$ cat src/hdl/hvr_defines.svh
// register offsets, field positions, reset values and timing for the volume/routing block
`ifndef HVR_DEFINES_SVH
`define HVR_DEFINES_SVH

`define HVR_PAGE0           8'h00
`define HVR_PAGE1           8'h01

`define HVR_P0_STEP_REG     7'h3F
`define HVR_P1_HP_PWR_REG   7'h1F
`define HVR_P1_SPK_PWR_REG  7'h20
`define HVR_P1_ROUTE_REG    7'h23
`define HVR_P1_HP_L_REG     7'h24
`define HVR_P1_HP_R_REG     7'h25
`define HVR_P1_SPK_L_REG    7'h26
`define HVR_P1_SPK_R_REG    7'h27
`define HVR_P1_STATUS_REG   7'h46

`define HVR_STEP_LSB        0
`define HVR_STEP_MSB        1
`define HVR_ROUTE_L_BIT     6
`define HVR_ROUTE_R_BIT     2
`define HVR_AMP_ROUTE_BIT   7
`define HVR_PWR_L_BIT       7
`define HVR_PWR_R_BIT       6
`define HVR_PWR_MASK        8'hC0
`define HVR_ROUTE_MASK      8'h44

`define HVR_VOL_RST         8'h7F
`define HVR_CTRL_RST        8'h00
`define HVR_MUTE_CODE       7'h7F
`define HVR_LIN_LAST        7'h23
`define HVR_FLOOR_CODE      7'h75
`define HVR_LIN_STEP        10'h005
`define HVR_FLOOR_ATT       10'h30F
`define HVR_STEP_OFF        2'h3

`define HVR_CLK_MHZ         20
`define HVR_STEP_BASE_NS    20833
`define HVR_STEP_BASE_CYC   ((`HVR_STEP_BASE_NS * `HVR_CLK_MHZ) / 1000)

`endif

$ cat src/hdl/hvr_pkg.sv
// types shared by the volume/routing block
package hvr_pkg;

    typedef enum logic [1:0] {
        HVR_HOLD = 2'h1,
        HVR_STEP = 2'h2
    } hvr_ramp_e;

    typedef logic [6:0] hvr_code_t;

    typedef struct packed {
        logic      pwr_on;
        logic      amp_route;
        logic      mute;
        hvr_code_t code;
        logic [9:0] att_tenths;
    } hvr_drv_s;

endpackage

$ cat src/hdl/hvr_ramp.sv
// soft-step ramp of one driver's applied attenuation code
`timescale 1ns/1ps
`include "hvr_defines.svh"
module hvr_ramp
    import hvr_pkg::*;
(
    // clock and reset
    input  wire logic      clk,
    input  wire logic      rst_n,
    // control
    input  wire hvr_code_t target,
    input  wire logic      tick,
    input  wire logic      bypass,
    // state
    output hvr_code_t      code_q,
    output logic           busy
);

    hvr_ramp_e state_q;
    hvr_ramp_e state_d;
    hvr_code_t code_d;

    always_comb begin
        state_d = state_q;
        code_d  = code_q;
        if (bypass) begin
            code_d  = target;
            state_d = HVR_HOLD;
        end else begin
            case (state_q)
                HVR_HOLD: begin
                    if (target != code_q) begin
                        state_d = HVR_STEP;
                    end
                end
                HVR_STEP: begin
                    // target is compared live, so a new write mid-ramp retargets at once
                    if (target == code_q) begin
                        state_d = HVR_HOLD;
                    end else if (tick) begin
                        code_d = (target > code_q) ? code_q + 7'h01 : code_q - 7'h01;
                        if (code_d == target) begin
                            state_d = HVR_HOLD;
                        end
                    end
                end
                default: state_d = HVR_HOLD;
            endcase
        end
    end

    always_ff @(posedge clk or negedge rst_n) begin
        if (!rst_n) begin
            state_q <= HVR_HOLD;
            code_q  <= `HVR_MUTE_CODE;
        end else begin
            state_q <= state_d;
            code_q  <= code_d;
        end
    end

    assign busy = (state_q == HVR_STEP);

    chk_ramp_one_code: assert property (@(posedge clk) disable iff (!rst_n)
        !$past(bypass) |-> (code_q == $past(code_q) || code_q == $past(code_q) + 7'h01
                            || code_q == $past(code_q) - 7'h01))
        else $error("ramp moved by more than one code");

    chk_ramp_toward: assert property (@(posedge clk) disable iff (!rst_n)
        (!bypass && tick && busy && target > code_q) |=> code_q == $past(code_q) + 7'h01)
        else $error("ramp did not step up toward target");

    chk_ramp_bypass: assert property (@(posedge clk) disable iff (!rst_n)
        bypass |=> code_q == $past(target))
        else $error("stepping off but code not applied at once");

endmodule

$ cat src/hdl/hvr_ctrl.sv
// headphone/speaker analog volume, routing, mute and soft-step control
//
// Contract
// software powers the codec clock input, DAC, volume control and driver before expecting a key click.
// headphone and speaker paths run together from the DAC, each at its own volume.
// each unused output driver can be powered down on its own while the others keep running.
// four separate volume settings, one per driver, all applied at the same time.
// volume control stays usable with the audio ADC and DAC powered down.
// headphone attenuation spans 0 dB to about -78 dB in half-dB steps, plus mute.
// volume changes ramp by soft-stepping instead of jumping.
// the soft-step time comes from bits 1..0 of page 0 register 63.
// left DAC feeds left volume control only while page 1 register 35 bit 6 is set.
// right DAC feeds right volume control only while page 1 register 35 bit 2 is set.
// left code is bits 6..0 of page 1 register 36, right code bits 6..0 of register 37.
// volume output reaches the headphone amplifier only while bit 7 of its register is set.
// code maps to a fixed gain: 0.5 dB per code up to 35, then tabulated, 117..127 give -78.3 dB.
// a channel mutes when its routing bit is clear and its code is all ones.
// applied code moves one code per step interval toward the target, retargeting mid-ramp.
`timescale 1ns/1ps
`include "hvr_defines.svh"
module hvr_ctrl
    import hvr_pkg::*;
#(
    parameter int STEP_BASE_CYCLES = `HVR_STEP_BASE_CYC
)
(
    // clock and reset
    input  wire logic           clk,
    input  wire logic           rst_n,
    // register access from the serial control port
    input  wire logic           reg_wr,
    input  wire logic           reg_rd,
    input  wire logic [7:0]     reg_page,
    input  wire logic [6:0]     reg_addr,
    input  wire logic [7:0]     reg_wdata,
    output logic      [7:0]     reg_rdata,
    // analog routing and drivers: 0 hp left, 1 hp right, 2 spk left, 3 spk right
    output logic                dac_route_l,
    output logic                dac_route_r,
    output hvr_drv_s [3:0]      drv_out
);

    localparam logic [11:0] BASE = 12'(STEP_BASE_CYCLES);

    // attenuation in tenths of a dB for codes 36..116
    localparam logic [9:0] ATT_TBL [0:80] = '{
        181, 186, 191, 196, 201, 206, 211, 216, 221, 226, 231, 236, 241, 246, 251, 256,
        261, 266, 271, 276, 281, 286, 291, 296, 301, 306, 311, 316, 321, 326, 331, 336,
        341, 346, 352, 357, 362, 367, 372, 377, 382, 387, 392, 397, 402, 407, 412, 417,
        421, 427, 432, 438, 443, 448, 452, 458, 462, 467, 474, 479, 482, 487, 493, 500,
        503, 510, 514, 518, 522, 527, 537, 542, 553, 567, 583, 602, 627, 643, 662, 687,
        722};

    generate
        if (STEP_BASE_CYCLES < 1 || STEP_BASE_CYCLES > 1023) begin : g_bad_base
            $error("STEP_BASE_CYCLES must lie in 1..1023");
        end
    endgenerate

    function automatic logic [9:0] att_of(input hvr_code_t c);
        logic [6:0] idx;
        idx = c - 7'h24;
        if (c <= `HVR_LIN_LAST) begin
            att_of = {3'h0, c} * `HVR_LIN_STEP;
        end else if (c >= `HVR_FLOOR_CODE) begin
            att_of = `HVR_FLOOR_ATT;
        end else begin
            att_of = ATT_TBL[idx];
        end
    endfunction

    function automatic logic [11:0] step_len(input logic [1:0] sel);
        step_len = BASE << sel;
    endfunction

    // register state
    logic [7:0] vol_q [4];
    logic [7:0] vol_d [4];
    logic [7:0] route_q;
    logic [7:0] route_d;
    logic [7:0] step_q;
    logic [7:0] step_d;
    logic [7:0] hp_pwr_q;
    logic [7:0] hp_pwr_d;
    logic [7:0] spk_pwr_q;
    logic [7:0] spk_pwr_d;
    logic [7:0] rdata_d;
    logic [7:0] rdata_q;
    logic       p0;
    logic       p1;

    // ramp state
    logic [11:0] cnt_q;
    logic [11:0] cnt_d;
    logic        tick;
    logic        bypass;
    hvr_code_t   code [4];
    logic [3:0]  busy;
    hvr_drv_s [3:0] drv_d;
    hvr_drv_s [3:0] drv_q;

    assign p0 = (reg_page == `HVR_PAGE0);
    assign p1 = (reg_page == `HVR_PAGE1);

    always_comb begin
        for (int i = 0; i < 4; i++) begin
            vol_d[i] = vol_q[i];
        end
        route_d   = route_q;
        step_d    = step_q;
        hp_pwr_d  = hp_pwr_q;
        spk_pwr_d = spk_pwr_q;
        if (reg_wr) begin
            if (p0 && reg_addr == `HVR_P0_STEP_REG) begin
                step_d = reg_wdata;
            end else if (p1 && reg_addr == `HVR_P1_ROUTE_REG) begin
                route_d = reg_wdata & `HVR_ROUTE_MASK;
            end else if (p1 && reg_addr == `HVR_P1_HP_L_REG) begin
                vol_d[0] = reg_wdata;
            end else if (p1 && reg_addr == `HVR_P1_HP_R_REG) begin
                vol_d[1] = reg_wdata;
            end else if (p1 && reg_addr == `HVR_P1_SPK_L_REG) begin
                vol_d[2] = reg_wdata;
            end else if (p1 && reg_addr == `HVR_P1_SPK_R_REG) begin
                vol_d[3] = reg_wdata;
            end else if (p1 && reg_addr == `HVR_P1_HP_PWR_REG) begin
                hp_pwr_d = reg_wdata & `HVR_PWR_MASK;
            end else if (p1 && reg_addr == `HVR_P1_SPK_PWR_REG) begin
                spk_pwr_d = reg_wdata & `HVR_PWR_MASK;
            end
        end
    end

    // read mux; unmapped addresses read as zero
    always_comb begin
        rdata_d = rdata_q;
        if (reg_rd) begin
            if (p0 && reg_addr == `HVR_P0_STEP_REG) begin
                rdata_d = step_q;
            end else if (p1 && reg_addr == `HVR_P1_ROUTE_REG) begin
                rdata_d = route_q;
            end else if (p1 && reg_addr == `HVR_P1_HP_L_REG) begin
                rdata_d = vol_q[0];
            end else if (p1 && reg_addr == `HVR_P1_HP_R_REG) begin
                rdata_d = vol_q[1];
            end else if (p1 && reg_addr == `HVR_P1_SPK_L_REG) begin
                rdata_d = vol_q[2];
            end else if (p1 && reg_addr == `HVR_P1_SPK_R_REG) begin
                rdata_d = vol_q[3];
            end else if (p1 && reg_addr == `HVR_P1_HP_PWR_REG) begin
                rdata_d = hp_pwr_q;
            end else if (p1 && reg_addr == `HVR_P1_SPK_PWR_REG) begin
                rdata_d = spk_pwr_q;
            end else if (p1 && reg_addr == `HVR_P1_STATUS_REG) begin
                rdata_d = {drv_q[3].mute, drv_q[2].mute, drv_q[1].mute, drv_q[0].mute, busy};
            end else begin
                rdata_d = 8'h00;
            end
        end
    end

    always_ff @(posedge clk or negedge rst_n) begin
        if (!rst_n) begin
            for (int i = 0; i < 4; i++) begin
                vol_q[i] <= `HVR_VOL_RST;
            end
            route_q   <= `HVR_CTRL_RST;
            step_q    <= `HVR_CTRL_RST;
            hp_pwr_q  <= `HVR_CTRL_RST;
            spk_pwr_q <= `HVR_CTRL_RST;
            rdata_q   <= 8'h00;
        end else begin
            for (int i = 0; i < 4; i++) begin
                vol_q[i] <= vol_d[i];
            end
            route_q   <= route_d;
            step_q    <= step_d;
            hp_pwr_q  <= hp_pwr_d;
            spk_pwr_q <= spk_pwr_d;
            rdata_q   <= rdata_d;
        end
    end

    assign reg_rdata = rdata_q;

    // one shared step timer keeps all four ramps in lockstep, at the cost of
    // a first step that may come early after a write
    assign bypass = (step_q[`HVR_STEP_MSB:`HVR_STEP_LSB] == `HVR_STEP_OFF);
    assign tick   = (cnt_q == 12'h000);

    always_comb begin
        cnt_d = tick ? step_len(step_q[`HVR_STEP_MSB:`HVR_STEP_LSB]) - 12'h001
                     : cnt_q - 12'h001;
    end

    always_ff @(posedge clk or negedge rst_n) begin
        if (!rst_n) begin
            cnt_q <= 12'h000;
        end else begin
            cnt_q <= cnt_d;
        end
    end

    // ramps run on the codec clock alone, no ADC or DAC power term gates them
    genvar g;
    generate
        for (g = 0; g < 4; g++) begin : g_drv
            hvr_ramp u_ramp (
                .clk    (clk),
                .rst_n  (rst_n),
                .target (vol_q[g][6:0]),
                .tick   (tick),
                .bypass (bypass),
                .code_q (code[g]),
                .busy   (busy[g])
            );

            chk_gain_floor: assert property (@(posedge clk) disable iff (!rst_n)
                (code[g] >= `HVR_FLOOR_CODE) |=> drv_q[g].att_tenths == `HVR_FLOOR_ATT)
                else $error("floor codes must give the lowest gain");

            chk_gain_linear: assert property (@(posedge clk) disable iff (!rst_n)
                (code[g] <= `HVR_LIN_LAST) |=> drv_q[g].att_tenths == $past(code[g]) * 5)
                else $error("linear range is not half-dB per code");

            chk_mute_decode: assert property (@(posedge clk) disable iff (!rst_n)
                (!vol_q[g][`HVR_AMP_ROUTE_BIT] && vol_q[g][6:0] == `HVR_MUTE_CODE) |=>
                drv_q[g].mute)
                else $error("channel not muted with route clear and code all ones");

            // the four volume registers sit at consecutive addresses, one per driver
            chk_amp_route: assert property (@(posedge clk) disable iff (!rst_n)
                (reg_wr && p1 && reg_addr == 7'(`HVR_P1_HP_L_REG + g)) |=> ##1
                drv_q[g].amp_route == $past(reg_wdata[`HVR_AMP_ROUTE_BIT], 2))
                else $error("amplifier routing does not follow bit 7");
        end
    endgenerate

    always_comb begin
        for (int i = 0; i < 4; i++) begin
            drv_d[i].amp_route  = vol_q[i][`HVR_AMP_ROUTE_BIT];
            drv_d[i].mute       = !vol_q[i][`HVR_AMP_ROUTE_BIT]
                                  && (vol_q[i][6:0] == `HVR_MUTE_CODE);
            drv_d[i].code       = code[i];
            drv_d[i].att_tenths = att_of(code[i]);
        end
        drv_d[0].pwr_on = hp_pwr_q[`HVR_PWR_L_BIT];
        drv_d[1].pwr_on = hp_pwr_q[`HVR_PWR_R_BIT];
        drv_d[2].pwr_on = spk_pwr_q[`HVR_PWR_L_BIT];
        drv_d[3].pwr_on = spk_pwr_q[`HVR_PWR_R_BIT];
    end

    always_ff @(posedge clk or negedge rst_n) begin
        if (!rst_n) begin
            drv_q <= '0;
        end else begin
            drv_q <= drv_d;
        end
    end

    assign drv_out     = drv_q;
    assign dac_route_l = route_q[`HVR_ROUTE_L_BIT];
    assign dac_route_r = route_q[`HVR_ROUTE_R_BIT];

    chk_dac_route_left: assert property (@(posedge clk) disable iff (!rst_n)
        (reg_wr && p1 && reg_addr == `HVR_P1_ROUTE_REG) |=>
        dac_route_l == $past(reg_wdata[`HVR_ROUTE_L_BIT]))
        else $error("left dac routing does not follow bit 6");

    chk_dac_route_right: assert property (@(posedge clk) disable iff (!rst_n)
        (reg_wr && p1 && reg_addr == `HVR_P1_ROUTE_REG) |=>
        dac_route_r == $past(reg_wdata[`HVR_ROUTE_R_BIT]))
        else $error("right dac routing does not follow bit 2");

    // checked on the reload so that a base of one or two cycles stays legal
    chk_step_spacing: assert property (@(posedge clk) disable iff (!rst_n)
        (tick && step_q[`HVR_STEP_MSB:`HVR_STEP_LSB] == 2'h0) |=> cnt_q == BASE - 12'h001)
        else $error("step timer not reloaded with the base interval");

    chk_hp_volume_write: assert property (@(posedge clk) disable iff (!rst_n)
        (reg_wr && p1 && reg_addr == `HVR_P1_HP_R_REG) |=> vol_q[1] == $past(reg_wdata))
        else $error("right headphone volume write lost");

endmodule

$ cat config.mk
export PLATFORM = sky130hd
export DESIGN_NAME = hvr_ctrl
export DESIGN_NICKNAME = d
export VERILOG_FILES = /design/src/hdl/hvr_pkg.sv /design/src/hdl/hvr_ramp.sv /design/src/hdl/hvr_ctrl.sv
export VERILOG_INCLUDE_DIRS = /design/src /design/src/hdl
export SDC_FILE = /design/constraint.sdc
export NUM_CORES = 1
export LEC_CHECK = 0
export BUFFER_PORTS_ARGS = -buffer_cell sky130_fd_sc_hd__buf_2
export CAP_MARGIN = 0
export CORE_MARGIN = 1
export CORE_UTILIZATION = 50
export CTS_CLUSTER_SIZE = 8
export DETAILED_ROUTE_END_ITERATION = 10
export PLACE_DENSITY = 0.68
export SLEW_MARGIN = 0
export SYNTH_ARGS = -nofsm -noshare
export SYNTH_HDL_FRONTEND = slang
export SYNTH_SLANG_ARGS = --single-unit
$ cat constraint.sdc
create_clock -name clk -period 5.85 [get_ports clk]
set_input_delay 1.17 -clock clk [delete_from_list [all_inputs] [get_ports clk]]
set_output_delay 1.17 -clock clk [all_outputs]
set_load 0.005 [all_outputs]
==> After elaboration in Yosys (flattened, before gate mapping) <==
Memory sizes are Yosys's and may differ from the RTL's.
Cells that the tools add are included.
{ "totals": {"word_cells": 249, "in_bits": 27, "rom_bits": 5120, "ff_bits": 182, "out_inout_bits": 90, "n_memories": 4} }
{ "mem_list": {"columns": ["name", "depth", "word_bits", "rd", "rd_clocked_by_memory_dff", "wr", "line", "rtl"], "rows": [
  ["(name not given)", 128, 10, 1, 0, 0, "hvr_ctrl.sv:68", "att_of = ATT_TBL[idx];"],
  ["(name not given)", 128, 10, 1, 0, 0, "hvr_ctrl.sv:68", null],
  ["(name not given)", 128, 10, 1, 0, 0, "hvr_ctrl.sv:68", null],
  ["(name not given)", 128, 10, 1, 0, 0, "hvr_ctrl.sv:68", null]
]} }
{ "classes": {"n_eq_ne": 51, "n_reduce_logical": 40, "n_addsub": 14, "bitwise": 11, "magnitude_cmp": 16, "n_shift": 1, "mux": 70, "multipliers": 4} }
{ "op_table": {"columns": ["op", "n"], "rows": [
  ["10-bit 2-to-1 mux", 16],
  ["7-bit 2-to-1 mux", 20],
  ["8-bit 2-to-1 mux", 9],
  ["7-bit equality test", 8],
  ["7-bit by 6-bit equality test with 1-bit output, second input constant", 7],
  ["7-bit by 3-bit multiplier with 10-bit output, second input constant", 4],
  ["2-bit 2-to-1 mux", 20],
  ["7-bit equality test, second input constant", 5],
  ["8-bit greater-or-equal comparator, second input constant", 4],
  ["4-bit != test, second input constant", 8],
  ["7-bit NOT with 8-bit output", 4],
  ["7-bit by 1-bit adder with 7-bit output, second input constant", 4],
  ["7-bit greater-or-equal comparator, second input constant", 4],
  ["7-bit > comparator", 4],
  ["7-bit by 6-bit <= comparator with 1-bit output, second input constant", 4],
  ["7-bit != test", 4],
  ["7-bit by 1-bit subtractor with 7-bit output, second input constant", 4],
  ["7-bit by 6-bit subtractor with 7-bit output, second input constant", 4],
  ["3-bit AND reduction", 9],
  ["12-bit by 1-bit subtractor with 12-bit output, second input constant", 2],
  ["2-bit one-hot mux with 2 select lines", 4],
  ["1-bit logical AND", 13],
  ["12-bit zero test", 1],
  ["12-bit 2-to-1 mux", 1],
  ["18 further kinds", 44]
]} }

==> Depth between registers and ports, before layout <==
{ "logic_depth": {"depth_word": 11, "mapped_depth": 15, "depth_no_buf": 13} }

==> Cells and area by module <==
A second synthesis with hierarchy kept.
{ "hier_totals": {"hier_cells": 1629, "area_unflattened_um2": 14905.5} }
{ "by_module_without_submodules": {"columns": ["mod", "area_each_um2", "cells_each", "instances", "seq_area_each_um2"], "rows": [
  ["hvr_ctrl", 11222.0, 1217, 1, 3688.5],
  ["hvr_ramp", 920.9, 103, 4, 235.2]
]} }

==> Least setup slack after synthesis <==
OpenSTA, ideal clock, no wires.
{ "synth_path": {"kind": "reg-to-reg", "from": "register g_drv[2].u_ramp.code_q[2]", "to": "register g_drv[2].u_ramp.state_q[1]", "path_buffers": 1, "required_ns": 5.714, "synth_period_minus_slack_ns": 4.325, "setup_slack_ns": 1.525, "setup_time_ns": 0.136, "path_stages_with_launch": 15, "arrival_ns": 4.188, "cell_sequence": "dfstp_2 clkbuf_1 clkinv_1 ha_1 a21oi_1 a21boi_0 o31ai_1 inv_1 fa_1 xnor2_1 xor2_1 a2111oi_0 o311ai_0 nor4b_1 a31oi_1"} }
{ "synth_via": {"elab_chain_cells": 5, "elab_cells_between_ends": 14, "classes_between": "2 x add/sub; 1 x order compare; 6 x eq/ne; 4 x mux; 1 x reduce/logical"} }
{ "synth_rtl": {"columns": ["element", "line", "rtl"], "rows": [
  ["start: declaration", "hvr_ramp.sv:15", "output hvr_code_t code_q,"],
  ["start signal: assignment", "hvr_ramp.sv:55", "code_q <= `HVR_MUTE_CODE;"],
  ["start signal: assignment", "hvr_ramp.sv:58", "code_q <= code_d;"],
  ["7-bit by 1-bit subtractor with 7-bit output, or another cell as far along", "hvr_ramp.sv:41", "code_d = (target > code_q) ? code_q + 7'h01 : code_q - 7'h01;"],
  ["7-bit 2-to-1 mux", "hvr_ramp.sv:41", null],
  ["7-bit equality test", "hvr_ramp.sv:42", "if (code_d == target) begin"],
  ["4-bit != test (no source line)", null, null],
  ["3-bit AND reduction (no source line)", null, null],
  ["end signal: assignment", "hvr_ramp.sv:57", "state_q <= state_d;"],
  ["end: declaration", "hvr_ramp.sv:19", "hvr_ramp_e state_q;"]
]} }
Several ways; a longest one is shown, not always the timed one.
A chain may end at the register's enable or synchronous reset.

==> Worst setup path after layout <==
Same ends and word-level chain as after synthesis.

==> results.py <==
metrics = {
    "layout": {
        "final_common_cell": "nand2_1",
        "final_cells": 2059,
        "antenna_cells": 0,
        "num-nets-final": 1846,
        "fin_util_pct": 56.5,
        "syn_to_final_growth_pct": 9.74,
        "final_area_um2": 15900,
        "drive_above_1_share_pct": 18.0,
        "mostFrequentLayoutCells": "145 x nand2_1, 142 x ha_1, 122 x dfrtp_1, 115 x buf_2, 110 x a21oi_1",
    },
    "sta": {
        "hold_ws_ps": 417,
        "grt_setup_unrepaired": "false",
        "tightestPinTransition_ps": 1230,
        "fmax_ghz": 0.212,
        "setup_tns_ps": 0,
        "layout_setup_ws_ps": 1140,
        "hold_viol": 0,
        "finClkSkew_ps": 16.7,
        "slew_viol_final": 0,
        "fin_crit_ps": 4710,
        "setup_viol": 0,
        "slew_headroom_pct": 17.3,
        "finalCritPeriodShare_pct": 80.6,
    },
    "floorplanning": {
        "die_y_um": 172,
        "io_pins": 117,
        "die_w_um": 172,
        "dieArea_um2": 29600,
        "start_util_pct": 51.5,
        "rows": 61,
        "core_area_um2": 28100,
    },
    "global_routing": {
        "grtUsageTotal_pct": 26.9,
        "grt_max_degree": 102,
        "grtUsageMet1_pct": 38.8,
        "grtUsageMet3_pct": 3.64,
        "busiest_layer": "met2",
        "grt_pass1_wl_um": 63000,
        "antenna_found_initial": 0,
        "grt_pass1_vias": 11967,
        "use_met2_pct": 41.8,
        "overflow": 0,
    },
    "synth": {
        "synth_cells": 1607,
        "synth-edff-count": 0,
        "ys_seq_area_share_pct": 32.0,
        "synth.avg_cell_area_um2": 9.00,
        "synth_xor_xnor_area_share_pct": 5.95,
        "synth_compound_area_share_pct": 21.2,
        "ys.flop_type": "dfrtp_1",
        "syn_area_um2": 14500,
        "synth.mux.area_fraction_pct": 6.67,
        "synth_seq_cells": 182,
        "synthAdderAreaFrac_pct": 13.5,
        "yosys_warnings": 0,
        "synthArstFlopShare_pct": 100,
        "yosysUniqueCellTypes": 90,
        "synth_top_area_share_pct": 21.1,
        "yosys.area_share.simple_pct": 16.5,
        "synth_nets": 1785,
        "synth_largest_area_cell": "dfrtp_1",
        "synth_top_family_by_area": "compound AO/OA/AOI/OAI gates",
        "synthTopCellsByArea": "dfrtp_1 21%, ha_1 12%, dfstp_2 11%",
    },
    "clock_tree": {
        "cts_setup_buffers": 0,
        "cts_resized": 0,
        "cts_tree": "yes",
        "clock-sinks": 182,
        "clkSlewWorstSetupHoldPaths_ps": 90,
        "cts_hold_buf": 0,
        "htreeDepth": 4,
        "root_buffer": "clkbuf_16",
        "clk_latency_ps": 450,
        "cts_made_buffers": 17,
        "cts_buffer_depth": 2,
    },
    "status": {
        "outcome": "finished clean",
    },
    "pwr": {
        "p_per_area_nw_per_um2": 159,
        "p_total_mw": 2.53,
        "total_leakage_power_nw": 7.08,
        "vdd_drop_max_mv": 0.163,
    },
    "routing": {
        "first_iter_violations": 1269,
        "wl_per_cell_um": 18.9,
        "num_vias": 12762,
        "avgViaCountPerCell": 6.20,
        "dr.pass1.iters": 6,
        "ant_nets": 0,
        "drc": 0,
        "totalWireLength_um": 38900,
    },
    "placement": {
        "dp_hpwl_um": 27800,
        "io_buffers": 116,
        "placedCellCount": 2027,
        "place_ws_ps": 1180,
        "placed_area_um2": 15300,
        "place.gp.congestion": 0.941,
    },
    "job": {
        "max_cap_viol_count": 0,
    },
    "worst_hold_path": {
        "min_path_type": "register to register",
    },
    "worst_setup_path": {
        "endpoint_kind": "register",
        "path_class": "register to register",
        "startpoint_type": "register",
        "worstPathArrival_ps": 5010,
        "worstPathRequired_ps": 6150,
        "crit_fanout": 36,
    },
}
path summary, 6_finish.rpt:
path / end / from / slack [ps] / cells after the start
max in group asynchronous: g_drv[2].u_ramp.code_q[4] / rst_n / 3920 / 2
hold / removal: drv_out[59] / spk_pwr_q[7] / 420 / 0
min in group asynchronous: drv_out[65] / rst_n / 840 / 1
setup reg to reg: g_drv[2].u_ramp.state_q[1] / g_drv[2].u_ramp.code_q[2] / 1140 / 14
hold reg to reg: drv_out[59] / spk_pwr_q[7] / 420 / 0
setup / recovery: g_drv[2].u_ramp.state_q[1] / g_drv[2].u_ramp.code_q[2] / 1140 / 14
synth_stat cells (6+ instances only):
cell and count:
nand2_1 145, ha_1 143, dfrtp_1 122, a21oi_1 110
nor2_1 108, o21ai_0 108, clkbuf_1 71, inv_1 62
dfstp_2 60, xnor2_1 58, mux2_2 49, nand3_1 45
xor2_1 34, a31oi_1 31, mux2i_1 30, o211ai_1 30
nor3_1 27, a211oi_1 26, nand2b_1 22, nand4_1 21
nor2b_1 19, a21o_1 18, a311oi_1 12, nor4_1 12
or3_1 12, a32oi_1 11, o31ai_1 11, o311ai_0 10
o21a_1 9, a21boi_0 8, a22oi_1 8, buf_1 8
fa_1 8, nand3b_1 8, o2111ai_1 8, a221oi_1 7
and3_1 7, a31o_2 6, a32o_1 6
metal layers:
metal,vias up,part of all wire (%)
li1,6076,-
met5,-,0
met1,6124,46
met4,0,1.5
met2,518,46
met3,44,6.6
critical path, stage by stage (launching register included):
cell       delay [ps]
dfstp_2           950
clkinv_1          530
ha_1              460
a21oi_1           150
a21boi_0          100
o31ai_1           270
buf_4             200
inv_1              70
fa_1              400
xnor2_1           250
xor2_1            100
a2111oi_0         340
o311ai_0          200
nor4b_1           390
a31oi_1           160
kinds of logic after synthesis:
group           Yosys count
compound gates          468
flops                   182
buf+inv                 154
fa+ha+maj               151
simple gates            473
xor+xnor                 95
mux                      84
power breakdown:
group	switching, mW	total, mW	internal, mW	leakage (nW)
combinational	0.0683	0.0962	0.0278	4.53
clock	0.582	1.16	0.582	0.294
sequential	0.00373	1.27	1.26	2.26
cell type report:
| cell class | count | area, µm² |
|---|---|---|
| clock inverters | 15 | 184 |
| repair buffers | 129 | 687 |
| clock buffers | 17 | 425 |
| flip-flops and latches | 182 | 4630 |
| multi-input cells | 1271 | 9230 |
| fillers | 2567 | 12200 |
| inverters | 67 | 251 |
| well taps | 378 | 473 |
registers in the layout, summed over array words and instances, names as in the netlist:
signal                flops
cnt_q                    12
drv_d                     4
drv_out                  80
g_drv.u_ramp.code_q      28
g_drv.u_ramp.state_q      8
hp_pwr_q                  2
reg_rdata                 8
route_q                   2
spk_pwr_q                 2
step_q                    8
vol_q                    28
(Power assumes the default switching activity.)
